<file path="config.mk">
export PLATFORM = sky130hd
export DESIGN_NAME = bdis_top
export DESIGN_NICKNAME = d
export VERILOG_FILES = /design/src/bdis_pkg.sv /design/src/bdis_top.sv /design/src/bdis_bus_events.sv
export SDC_FILE = /design/constraint.sdc
export NUM_CORES = 1
export LEC_CHECK = 0
export BUFFER_PORTS_ARGS = -buffer_cell sky130_fd_sc_hd__buf_2
export CAP_MARGIN = 20
export CORE_MARGIN = 2
export CORE_UTILIZATION = 60
export DETAILED_ROUTE_END_ITERATION = 8
export HOLD_SLACK_MARGIN = 0.06
export PLACE_DENSITY = 0.78
export REMOVE_ABC_BUFFERS = 1
export SYNTH_ARGS = -nofsm -noshare
export SYNTH_HDL_FRONTEND = slang
export SYNTH_SLANG_ARGS = --single-unit
export TNS_END_PERCENT = 30
</file>
<file path="constraint.sdc">
create_clock -name clk_in -period 3.3 [get_ports clk_in]
set_input_delay 0.66 -clock clk_in [delete_from_list [all_inputs] [get_ports clk_in]]
set_output_delay 0.66 -clock clk_in [all_outputs]
set_load 0.05 [all_outputs]
</file>
<file path="src/bdis_pkg.sv">
// constants, register map and state encoding of the backlight init sequencer
// Operation
// - writing 09h to the configuration register at 01h enables pulse-width input and feedback for bank A.
// - clearing configuration bit 4 disables bank B feedback and clearing bit 1 disables bank B pulse-width control.
// - the boost settings register at 02h picks overvoltage, overcurrent and frequency, 78h giving 40 V, 1.2 A, 500 kHz.
// - bank A full-scale current sits at 05h and bank B at 06h, code 14h meaning 20 mA.
// - bit 7 of the bank A full-scale register gives the pulse-width sampler a hysteresis of 2 codes for both banks.
// - a clear bit 6 of the bank A full-scale register sets the sampler lower bound to code 6 for both banks.
// - the control register at 00h picks the current mapping and bank enables, 14h giving linear mapping with bank A on.
// - bank A brightness sits at 03h and bank B at 04h, FFh with full scale 14h and pulse-width high giving 20 mA.
package bdis_pkg;

    // ==========================================================
    // register offsets
    localparam logic [7:0] OFF_CTRL = 8'h00;
    localparam logic [7:0] OFF_CFG = 8'h01;
    localparam logic [7:0] OFF_BOOST = 8'h02;
    localparam logic [7:0] OFF_BRT_A = 8'h03;
    localparam logic [7:0] OFF_BRT_B = 8'h04;
    localparam logic [7:0] OFF_FS_A = 8'h05;
    localparam logic [7:0] OFF_FS_B = 8'h06;
    localparam logic [7:0] OFF_FLTR = 8'h50;

    // ==========================================================
    // reset values and unmapped answer
    localparam logic [7:0] REG_RESET = 8'h00;
    localparam logic [1:0] FLTR_RESET = 2'h0;
    localparam logic [7:0] UNMAPPED_READ = 8'h00;

    // ==========================================================
    // field positions
    localparam int CTRL_A_EN_BIT = 2;
    localparam int CTRL_B_EN_BIT = 3;
    localparam int CTRL_LINEAR_BIT = 4;
    localparam int CFG_A_PWM_BIT = 0;
    localparam int CFG_B_PWM_BIT = 1;
    localparam int CFG_A_FB_BIT = 3;
    localparam int CFG_B_FB_BIT = 4;
    localparam int BOOST_FREQ_BIT = 0;
    localparam int BOOST_OCP_LO = 3;
    localparam int BOOST_OVP_LO = 5;
    localparam int LIMIT_W = 2;
    localparam int FS_CODE_W = 5;
    localparam int FS_LB_BIT = 6;
    localparam int FS_HYST_BIT = 7;
    localparam int FLTR_W = 2;

    // ==========================================================
    // sampler settings and current scaling
    localparam logic [1:0] HYST_CODES_SET = 2'h2;
    localparam logic [1:0] HYST_CODES_CLR = 2'h1;
    localparam logic [3:0] LOWER_BOUND_CLR = 4'h6;
    localparam logic [3:0] LOWER_BOUND_SET = 4'h4;
    localparam logic [22:0] UA_PER_CODE = 23'h0003e8;
    localparam logic [22:0] BRIGHT_FULL = 23'h0000ff;
    localparam logic [15:0] SQ_FULL = 16'h00ff;

    // ==========================================================
    // serial bus bit counts
    localparam logic [3:0] BYTE_BITS = 4'h8;
    localparam logic [3:0] LAST_BIT = 4'h7;
    localparam logic [3:0] CNT_ONE = 4'h1;
    localparam logic [7:0] PTR_ONE = 8'h01;

    // slave protocol states, gray along the write path
    typedef enum logic [3:0] {
        ST_IDLE = 4'h0,
        ST_ADDR = 4'h1,
        ST_ADDR_ACK = 4'h3,
        ST_PTR = 4'h2,
        ST_PTR_ACK = 4'h6,
        ST_WDATA = 4'h7,
        ST_WDATA_ACK = 4'h5,
        ST_RDATA = 4'h4,
        ST_RDATA_ACK = 4'hc
    } bdis_state_t;

endpackage

</file>
<file path="src/bdis_top.sv">
// backlight driver register file behind a two-wire serial slave
`timescale 1ns/1ns
module bdis_top #(
    parameter logic [6:0] DEV_ADDR = 7'h2a
) (
    // clock and reset
    input wire logic clk_in,
    input wire logic nrst_in,
    // serial bus, open drain data
    input wire logic scl_in,
    input wire logic sda_in,
    output logic sda_out,
    output logic sda_oe_out,
    // brightness pulse input
    input wire logic pwm_in,
    // bank controls
    output logic bank_a_enable_out,
    output logic bank_b_enable_out,
    output logic linear_mapping_out,
    output logic bank_a_pwm_enable_out,
    output logic bank_b_pwm_enable_out,
    output logic bank_a_feedback_enable_out,
    output logic bank_b_feedback_enable_out,
    // boost settings
    output logic [1:0] overvoltage_limit_select_out,
    output logic [1:0] overcurrent_limit_select_out,
    output logic boost_frequency_select_out,
    // input conditioning and sampler
    output logic [1:0] input_filter_level_out,
    output logic [1:0] sampler_hysteresis_out,
    output logic [3:0] sampler_lower_bound_out,
    // sink currents in microamps
    output logic [15:0] bank_a_current_ua_out,
    output logic [15:0] bank_b_current_ua_out
);
    import bdis_pkg::*;

    // ==========================================================
    // reset release
    logic rst_meta_q;
    logic rst_n_q;

    // two-stage release, assert stays asynchronous
    always_ff @(posedge clk_in or negedge nrst_in) begin
        if (!nrst_in) begin
            rst_meta_q <= 1'b0;
            rst_n_q <= 1'b0;
        end else begin
            rst_meta_q <= 1'b1;
            rst_n_q <= rst_meta_q;
        end
    end

    // ==========================================================
    // bus events
    logic scl_rise;
    logic scl_fall;
    logic start_p;
    logic stop_p;

    bdis_bus_events u_events (
        .clk_in(clk_in),
        .rst_n_in(rst_n_q),
        .scl_in(scl_in),
        .sda_in(sda_in),
        .scl_rise_out(scl_rise),
        .scl_fall_out(scl_fall),
        .start_out(start_p),
        .stop_out(stop_p)
    );

    // ==========================================================
    // registers
    logic [7:0] ctrl_q, ctrl_d;
    logic [7:0] cfg_q, cfg_d;
    logic [7:0] boost_q, boost_d;
    logic [7:0] brt_a_q, brt_a_d;
    logic [7:0] brt_b_q, brt_b_d;
    logic [7:0] fs_a_q, fs_a_d;
    logic [7:0] fs_b_q, fs_b_d;
    logic [1:0] fltr_q, fltr_d;
    logic wr_en;
    logic [7:0] rd_data;
    logic [7:0] rd_next;

    // read mux shared by first byte and follow-on bytes
    function automatic logic [7:0] reg_read(input logic [7:0] off,
            input logic [7:0] c0, input logic [7:0] c1,
            input logic [7:0] c2, input logic [7:0] c3,
            input logic [7:0] c4, input logic [7:0] c5,
            input logic [7:0] c6, input logic [1:0] f);
        logic [7:0] r;
        r = UNMAPPED_READ;
        case (off)
            OFF_CTRL: r = c0;
            OFF_CFG: r = c1;
            OFF_BOOST: r = c2;
            OFF_BRT_A: r = c3;
            OFF_BRT_B: r = c4;
            OFF_FS_A: r = c5;
            OFF_FS_B: r = c6;
            OFF_FLTR: r = {6'h00, f};
            default: r = UNMAPPED_READ;
        endcase
        return r;
    endfunction

    // ==========================================================
    // slave protocol
    bdis_state_t state_q, state_d;
    logic [3:0] cnt_q, cnt_d;
    logic [7:0] shift_q, shift_d;
    logic [7:0] ptr_q, ptr_d;
    logic rw_q, rw_d;
    logic drive_q, drive_d;
    logic ack_q, ack_d;

    assign rd_data = reg_read(ptr_q, ctrl_q, cfg_q, boost_q, brt_a_q,
        brt_b_q, fs_a_q, fs_b_q, fltr_q);
    assign rd_next = reg_read(ptr_q + PTR_ONE, ctrl_q, cfg_q, boost_q,
        brt_a_q, brt_b_q, fs_a_q, fs_b_q, fltr_q);

    // bits taken on clock rise, data and ack changed on clock fall
    always_comb begin
        state_d = state_q;
        cnt_d = cnt_q;
        shift_d = shift_q;
        ptr_d = ptr_q;
        rw_d = rw_q;
        drive_d = drive_q;
        ack_d = ack_q;
        wr_en = 1'b0;
        if (start_p) begin
            state_d = ST_ADDR;
            cnt_d = '0;
            drive_d = 1'b0;
        end else if (stop_p) begin
            state_d = ST_IDLE;
            drive_d = 1'b0;
        end else begin
            case (state_q)
                ST_ADDR, ST_PTR, ST_WDATA: begin
                    if (scl_rise) begin
                        shift_d = {shift_q[6:0], sda_in};
                        cnt_d = cnt_q + CNT_ONE;
                    end else if (scl_fall && cnt_q == BYTE_BITS) begin
                        cnt_d = '0;
                        drive_d = 1'b1;
                        if (state_q == ST_ADDR) begin
                            rw_d = shift_q[0];
                            state_d = ST_ADDR_ACK;
                            // foreign address: stay off the bus
                            if (shift_q[7:1] != DEV_ADDR) begin
                                state_d = ST_IDLE;
                                drive_d = 1'b0;
                            end
                        end else if (state_q == ST_PTR) begin
                            ptr_d = shift_q;
                            state_d = ST_PTR_ACK;
                        end else begin
                            wr_en = 1'b1;
                            state_d = ST_WDATA_ACK;
                        end
                    end
                end
                ST_ADDR_ACK: begin
                    if (scl_fall) begin
                        if (rw_q) begin
                            shift_d = rd_data;
                            drive_d = ~rd_data[7];
                            cnt_d = '0;
                            state_d = ST_RDATA;
                        end else begin
                            drive_d = 1'b0;
                            state_d = ST_PTR;
                        end
                    end
                end
                ST_PTR_ACK: begin
                    if (scl_fall) begin
                        drive_d = 1'b0;
                        state_d = ST_WDATA;
                    end
                end
                ST_WDATA_ACK: begin
                    // pointer steps so bursts fill consecutive offsets
                    if (scl_fall) begin
                        drive_d = 1'b0;
                        ptr_d = ptr_q + PTR_ONE;
                        state_d = ST_WDATA;
                    end
                end
                ST_RDATA: begin
                    if (scl_fall) begin
                        if (cnt_q == LAST_BIT) begin
                            drive_d = 1'b0;
                            cnt_d = '0;
                            state_d = ST_RDATA_ACK;
                        end else begin
                            shift_d = {shift_q[6:0], 1'b0};
                            drive_d = ~shift_q[6];
                            cnt_d = cnt_q + CNT_ONE;
                        end
                    end
                end
                ST_RDATA_ACK: begin
                    if (scl_rise) begin
                        ack_d = ~sda_in;
                    end else if (scl_fall) begin
                        if (ack_q) begin
                            ptr_d = ptr_q + PTR_ONE;
                            shift_d = rd_next;
                            drive_d = ~rd_next[7];
                            state_d = ST_RDATA;
                        end else begin
                            state_d = ST_IDLE;
                        end
                    end
                end
                default: begin
                    state_d = ST_IDLE;
                    drive_d = 1'b0;
                end
            endcase
        end
    end

    always_ff @(posedge clk_in or negedge rst_n_q) begin
        if (!rst_n_q) begin
            state_q <= ST_IDLE;
            cnt_q <= '0;
            shift_q <= '0;
            ptr_q <= '0;
            rw_q <= 1'b0;
            drive_q <= 1'b0;
            ack_q <= 1'b0;
        end else begin
            state_q <= state_d;
            cnt_q <= cnt_d;
            shift_q <= shift_d;
            ptr_q <= ptr_d;
            rw_q <= rw_d;
            drive_q <= drive_d;
            ack_q <= ack_d;
        end
    end

    // open drain: only ever pull low
    assign sda_out = 1'b0;
    assign sda_oe_out = drive_q;

    // ==========================================================
    // register writes, unmapped offsets are dropped
    always_comb begin
        ctrl_d = ctrl_q;
        cfg_d = cfg_q;
        boost_d = boost_q;
        brt_a_d = brt_a_q;
        brt_b_d = brt_b_q;
        fs_a_d = fs_a_q;
        fs_b_d = fs_b_q;
        fltr_d = fltr_q;
        if (wr_en) begin
            case (ptr_q)
                OFF_CTRL: ctrl_d = shift_q;
                OFF_CFG: cfg_d = shift_q;
                OFF_BOOST: boost_d = shift_q;
                OFF_BRT_A: brt_a_d = shift_q;
                OFF_BRT_B: brt_b_d = shift_q;
                OFF_FS_A: fs_a_d = shift_q;
                OFF_FS_B: fs_b_d = shift_q;
                OFF_FLTR: fltr_d = shift_q[FLTR_W-1:0];
                default: ctrl_d = ctrl_q;
            endcase
        end
    end

    always_ff @(posedge clk_in or negedge rst_n_q) begin
        if (!rst_n_q) begin
            ctrl_q <= REG_RESET;
            cfg_q <= REG_RESET;
            boost_q <= REG_RESET;
            brt_a_q <= REG_RESET;
            brt_b_q <= REG_RESET;
            fs_a_q <= REG_RESET;
            fs_b_q <= REG_RESET;
            fltr_q <= FLTR_RESET;
        end else begin
            ctrl_q <= ctrl_d;
            cfg_q <= cfg_d;
            boost_q <= boost_d;
            brt_a_q <= brt_a_d;
            brt_b_q <= brt_b_d;
            fs_a_q <= fs_a_d;
            fs_b_q <= fs_b_d;
            fltr_q <= fltr_d;
        end
    end

    // ==========================================================
    // field decode
    assign bank_a_enable_out = ctrl_q[CTRL_A_EN_BIT];
    assign bank_b_enable_out = ctrl_q[CTRL_B_EN_BIT];
    assign linear_mapping_out = ctrl_q[CTRL_LINEAR_BIT];
    assign bank_a_pwm_enable_out = cfg_q[CFG_A_PWM_BIT];
    assign bank_a_feedback_enable_out = cfg_q[CFG_A_FB_BIT];
    assign bank_b_pwm_enable_out = cfg_q[CFG_B_PWM_BIT];
    assign bank_b_feedback_enable_out = cfg_q[CFG_B_FB_BIT];
    assign overvoltage_limit_select_out =
        boost_q[BOOST_OVP_LO +: LIMIT_W];
    assign overcurrent_limit_select_out =
        boost_q[BOOST_OCP_LO +: LIMIT_W];
    assign boost_frequency_select_out = boost_q[BOOST_FREQ_BIT];
    assign input_filter_level_out = fltr_q;
    // bank A's register carries the sampler setup for both banks
    assign sampler_hysteresis_out = fs_a_q[FS_HYST_BIT] ?
        HYST_CODES_SET : HYST_CODES_CLR;
    assign sampler_lower_bound_out = fs_a_q[FS_LB_BIT] ?
        LOWER_BOUND_SET : LOWER_BOUND_CLR;

    // ==========================================================
    // sink current: full scale times brightness over 255
    function automatic logic [15:0] sink_ua(input logic [7:0] fs,
            input logic [7:0] br, input logic lin);
        logic [15:0] sq;
        logic [7:0] eff;
        logic [22:0] prod;
        sq = {8'h00, br} * {8'h00, br};
        // square law stands in for the non-linear curve
        eff = lin ? br : 8'(sq / SQ_FULL);
        prod = 23'(fs[FS_CODE_W-1:0]) * UA_PER_CODE * 23'(eff);
        return 16'(prod / BRIGHT_FULL);
    endfunction

    logic [15:0] cur_a_q, cur_a_d;
    logic [15:0] cur_b_q, cur_b_d;
    logic on_a;
    logic on_b;

    // a pulse-width-enabled bank follows the pwm pin level
    always_comb begin
        on_a = bank_a_enable_out & (~bank_a_pwm_enable_out | pwm_in);
        on_b = bank_b_enable_out & (~bank_b_pwm_enable_out | pwm_in);
        cur_a_d = on_a ? sink_ua(fs_a_q, brt_a_q, linear_mapping_out)
            : 16'h0000;
        cur_b_d = on_b ? sink_ua(fs_b_q, brt_b_q, linear_mapping_out)
            : 16'h0000;
    end

    always_ff @(posedge clk_in or negedge rst_n_q) begin
        if (!rst_n_q) begin
            cur_a_q <= 16'h0000;
            cur_b_q <= 16'h0000;
        end else begin
            cur_a_q <= cur_a_d;
            cur_b_q <= cur_b_d;
        end
    end

    assign bank_a_current_ua_out = cur_a_q;
    assign bank_b_current_ua_out = cur_b_q;
endmodule

</file>
<file path="src/bdis_bus_events.sv">
// serial bus edge, start and stop detector
`timescale 1ns/1ns
module bdis_bus_events (
    // clock and reset
    input wire logic clk_in,
    input wire logic rst_n_in,
    // bus pins
    input wire logic scl_in,
    input wire logic sda_in,
    // events
    output logic scl_rise_out,
    output logic scl_fall_out,
    output logic start_out,
    output logic stop_out
);
    import bdis_pkg::*;

    logic scl_q;
    logic scl_d;
    logic sda_q;
    logic sda_d;

    // previous pin levels
    always_comb begin
        scl_d = scl_in;
        sda_d = sda_in;
    end

    // idle bus is high, so reset to high to avoid a false edge
    always_ff @(posedge clk_in or negedge rst_n_in) begin
        if (!rst_n_in) begin
            scl_q <= 1'b1;
            sda_q <= 1'b1;
        end else begin
            scl_q <= scl_d;
            sda_q <= sda_d;
        end
    end

    // data moving while clock high marks start or stop
    assign scl_rise_out = scl_in & ~scl_q;
    assign scl_fall_out = ~scl_in & scl_q;
    assign start_out = scl_in & scl_q & sda_q & ~sda_in;
    assign stop_out = scl_in & scl_q & ~sda_q & sda_in;

endmodule

</file>
==> results of run 1 <==
-- metal layers --
metal,overflow,GRT usage (%)
met2,1383,113.7
met3,45,81.02
met4,608,109.4
met5,6,57.71
met1,61,88.62
-- stage by stage --
stage / cells / area (um2) / hold slack (ns) / utilization, % / worst slack (ns)
global placement: 5139 / 36290 / 0.3400 / 80.49 / -18.16
CTS: 5347 / 41080 / 0.3221 / 91.11 / -17.50
floorplan: 3341 / 26650 / 0.3312 / - / -18.61
detailed placement: 5139 / 36290 / 0.3387 / 80.49 / -19.07
-- logic make-up after synthesis --
logic type      after synthesis  synth area share, %
compound gates              927                24.97
xor+xnor                    154                5.215
fa+ha+maj                   388                23.03
buf+inv                     464                6.735
flops                       121                11.13
mux                         103                4.181
other cells                   2              0.02758
simple gates               1313                24.72
-- repair_timing --
| item | CTS |
|---|---|
| setup endpoints to repair | 32 |
| pin swaps | 306 |
| hold buffers | 1 |
| buffers inserted | 184 |
| gates cloned | 2 |
| hold endpoints to repair | 2 |
| gates resized for setup | 583 |
==> results.sh, run 1 <==
export IMPL_status="stopped before the end"
export IMPL_stop_stage="global routing (5_1_grt)"
export IMPL_error="[ERROR GRT-0232] Routing congestion too high. Check the congestion heatmap in the GUI."
export IMPL_yosys_area_top_type_share_pct=13.97
export IMPL_gp_congestion=1.001
export IMPL_rows=78
export IMPL_grt_util_all_layers_pct=95.95
export IMPL_ys_ff_latch=121
export IMPL_post_synth_top_area_cell="fa_1"
export IMPL_numCtsBuffers=17
export IMPL_yosysMostFrequentCell="nand2_1"
export IMPL_die_h_um=217.0
export IMPL_portBuffers=54
export IMPL_synth_edf_count=0
export IMPL_start_util_pct=60.40
export IMPL_htreeDepth=4
export IMPL_endpoint_type="register data pin"
export IMPL_cts_root_buffer="clkbuf_16"
export IMPL_synth_common_cells="353 x nand2_1, 323 x inv_1, 270 x nor2_1, 194 x ha_1, 190 x fa_1"
export IMPL_dp_hpwl_um=75560
export IMPL_ys_top_cells_by_area="fa_1 14%, dfrtp_1 11%, ha_1 8.9%"
export IMPL_io_pins=59
export IMPL_clockBufferDepth=2
export IMPL_async_flop_share_pct=100.0
export IMPL_syn_avg_cell_area_um2=7.844
export IMPL_ys_warn_count=0
export IMPL_postGrtWorstEndpoint="bank_a_current_ua_out[0]$_DFF_PN0_/D"
export IMPL_grt_max_degree=73
export IMPL_synth_main_ff_cell="dfrtp_1"
export IMPL_synth_area_um2=27230
export IMPL_clock_sinks=121
export IMPL_syn_inst=3472
export IMPL_die_width_um=217.0
export IMPL_ys_types=136
export IMPL_yosysSeqAreaShare_pct=11.13
export IMPL_overflow=2103
==> run 2, diff against run 1 <==
CORE_UTILIZATION = 40   (was 60)
HOLD_SLACK_MARGIN = not set   (was 0.06)
PLACE_DENSITY = not set   (was 0.78)
PLACE_DENSITY_LB_ADDON = 0.15   (was not set)
clock period = 4.3 ns   (was 3.3 ns; I/O delays follow)
==> run 2 against run 1 <==
- the flow now finishes, with violations (setup timing)
- synthesized cell count did not move
- synthesized area stayed put
==> results.sh, run 2 <==
export IMPL_die_width_um=264.9
export IMPL_relSlewSlack_pct=20.06
export IMPL_coreArea_um2=67280
export IMPL_first_pass_iters=7
export IMPL_async_flop_share_pct=100.0
export IMPL_post_route_util_pct=63.52
export IMPL_via_count=31080
export IMPL_fill_cells=5774
export IMPL_drive_gt1_share_pct=44.77
export IMPL_syn_inst=3472
export IMPL_synth_edf_count=0
export IMPL_overflow=0
export IMPL_post_synth_top_area_cell="fa_1"
export IMPL_ys_warn_count=0
export IMPL_p_per_area_nw_per_um2=92.58
export IMPL_grt_pass1_vias=30300
export IMPL_ys_types=136
export IMPL_antennaDiodeCount=0
export IMPL_yosysMostFrequentCell="nand2_1"
export IMPL_fin_skew_ns=0.01707
export IMPL_die_h_um=264.9
export IMPL_gp_congestion=0.9229
export IMPL_yosysSeqAreaShare_pct=11.13
export IMPL_place_inst=5446
export IMPL_cpLargestDelayFamily="compound AO/OA/AOI/OAI gates"
export IMPL_drv_slew=0
export IMPL_critPathLaunchType="flop"
export IMPL_routedWlPerCell_um=16.41
export IMPL_mostFrequentLayoutCell="buf_4"
export IMPL_route_detailed_drc=0
export IMPL_start_util_pct=40.48
export IMPL_vias_per_cell=5.476
export IMPL_cts_tree="done"
export IMPL_regArea_um2=3045
export IMPL_cp_num_cells=91
export IMPL_synth_main_ff_cell="dfrtp_1"
export IMPL_multi_input_area_um2=25870
export IMPL_required_ns=4.65
export IMPL_dp_hpwl_um=69500
export IMPL_rows=95
export IMPL_final_min_clock_period_ns=21.16
export IMPL_io_pins=59
export IMPL_postRouteAntennaNets=0
export IMPL_ctsHoldBuffers=0
export IMPL_finalSetupViolations=32
export IMPL_power_leakage_nw=20.00
export IMPL_clkLatencyLatePin_ns=0.48
export IMPL_yosys_area_top_type_share_pct=13.97
export IMPL_final_cell_mix="1303 x buf_4, 325 x nand2_1, 308 x inv_1"
export IMPL_wl_um=93130
export IMPL_drv_cap=0
export IMPL_r2r_end="bank_b_current_ua_out[0]"
export IMPL_path_common_cell="buf_6"
export IMPL_max_freq_mhz=47.26
export IMPL_peakVddDrop_v=0.0002231
export IMPL_grt_max_degree=101
export IMPL_clock_sinks=121
export IMPL_place_area_um2=36910
export IMPL_ys_top_cells_by_area="fa_1 14%, dfrtp_1 11%, ha_1 8.9%"
export IMPL_hold_path_class="primary input to asynchronous set/reset pin"
export IMPL_status="complete, but fails checks"
export IMPL_grt_pass1_wl_um=151200
export IMPL_crit_buf_inv=17
export IMPL_cp_data_arrival_time_ns=21.51
export IMPL_min_period_over_period_pct=492.1
export IMPL_crit_path_end_kind="flop"
export IMPL_rsz0062_at_grt="true"
export IMPL_numCtsBuffers=17
export IMPL_synth_common_cells="353 x nand2_1, 323 x inv_1, 270 x nor2_1, 194 x ha_1, 190 x fa_1"
export IMPL_crit_fanout=6
export IMPL_r2r_start="brt_b_q[2]"
export IMPL_synth_area_um2=27230
export IMPL_cpPeakStageDelay_ns=0.58
export IMPL_fin_ws_ns=-16.86
export IMPL_syn_avg_cell_area_um2=7.844
export IMPL_grt_util_all_layers_pct=25.68
export IMPL_final_hold_violation_count=0
export IMPL_antenna_found_initial=1
export IMPL_rrSetupSlack_ns=-16.86
export IMPL_slowest_stage="fa_1"
export IMPL_area_delta_synth_final_pct=56.91
export IMPL_portBuffers=54
export IMPL_clockBufferDepth=2
export IMPL_reg2reg_depth=91
export IMPL_fin_area_um2=42730
export IMPL_ys_ff_latch=121
export IMPL_path_class="flop to flop"
export IMPL_crit_end="bank_b_current_ua_out[0]"
export IMPL_cts_root_buffer="clkbuf_16"
export IMPL_worst_pin_slew_ns=1.199
export IMPL_htreeDepth=4
export IMPL_nets=5178
export IMPL_drt_iter0_drc=2325
export IMPL_violations="setup timing"
export IMPL_clkTransAtPathRegs_ns=0.06
export IMPL_instances_no_fill=5675
export IMPL_critPathLaunch="brt_b_q[2]"
export IMPL_die_area_um2=70190
## run 2: cell counts after synthesis
Identical to the previous run, type by type.
## run 2: worst min path at each step
stage                from       end  cells past startpoint
2_1_floorplan  rst_meta_q   rst_n_q                      0
4_1_cts           nrst_in   rst_n_q                      1
5_1_grt           nrst_in   rst_n_q                      1
3_3_place_gp      rst_n_q  cnt_q[0]                      0
6_report          nrst_in   rst_n_q                      1
3_5_place_dp      rst_n_q  cnt_q[0]                      0
## run 2: layer usage
| metal | up-vias | share of wire, % | global-route usage, % | wire (um) |
|---|---|---|---|---|
| li1 | 15170 | - | - | - |
| met1 | 15030 | 47 | 36.63 | 44160 |
| met2 | 759 | 47 | 41.97 | 43420 |
| met3 | 126 | 4.2 | 2.750 | 3947 |
| met4 | 0 | 1.7 | 5.222 | 1602 |
| met5 | - | 0 | 0 | 0 |
## run 2: per-stage QoR
| step | power, mW | setup TNS [ns] | worst slack (ns) | hold WS, ns |
|---|---|---|---|---|
| 3_3_place_gp | 2.352 | -438.73 | -17.37 | 0.2216 |
| 6_report | 3.956 | -411.53 | -16.86 | 0.1502 |
| 3_5_place_dp | 2.365 | -443.58 | -17.64 | 0.2238 |
| 5_1_grt | 4.161 | -437.19 | -17.74 | 0.1340 |
| 2_1_floorplan | 2.083 | -441.42 | -17.61 | 0.3312 |
| 4_1_cts | 3.959 | -401.57 | -16.40 | 0.1275 |
## run 2: power by group
group / internal [mW] / total, mW / leakage, nW / switching [mW]
combinational: 0.344 / 0.896 / 18.2 / 0.552
sequential: 1.23 / 1.48 / 1.54 / 0.256
clock: 0.915 / 1.58 / 0.285 / 0.662
total: 2.49 / 3.96 / 20.0 / 1.47
## run 2: kinds of logic after synthesis
group                    Yosys count  synth area share [%]
buffers and inverters            464                 6.735
multiplexers                     103                 4.181
AND/OR/NAND/NOR                 1313                 24.72
flip-flops                       121                 11.13
other                              2               0.02758
AO/OA/AOI/OAI                    927                 24.97
XOR/XNOR                         154                 5.215
adder cells (fa/ha/maj)          388                 23.03
## run 2: area by class of cell
class	instances	area share (%)
multi-input cells	2897	60.53
repair buffers	1428	25.54
flip-flops and latches	121	7.127
inverters	324	2.846
well taps	873	2.556
clock buffers	19	1.013
clock inverters	13	0.3894
## run 2: what timing repair did
action	CTS	global route
setup endpoints to repair	32	32
gates resized for setup	474	284
gates cloned	1	0
pin swaps	278	167
buffers inserted	131	67
hold endpoints to repair	0	0
Power figures use the tool's default switching activity.
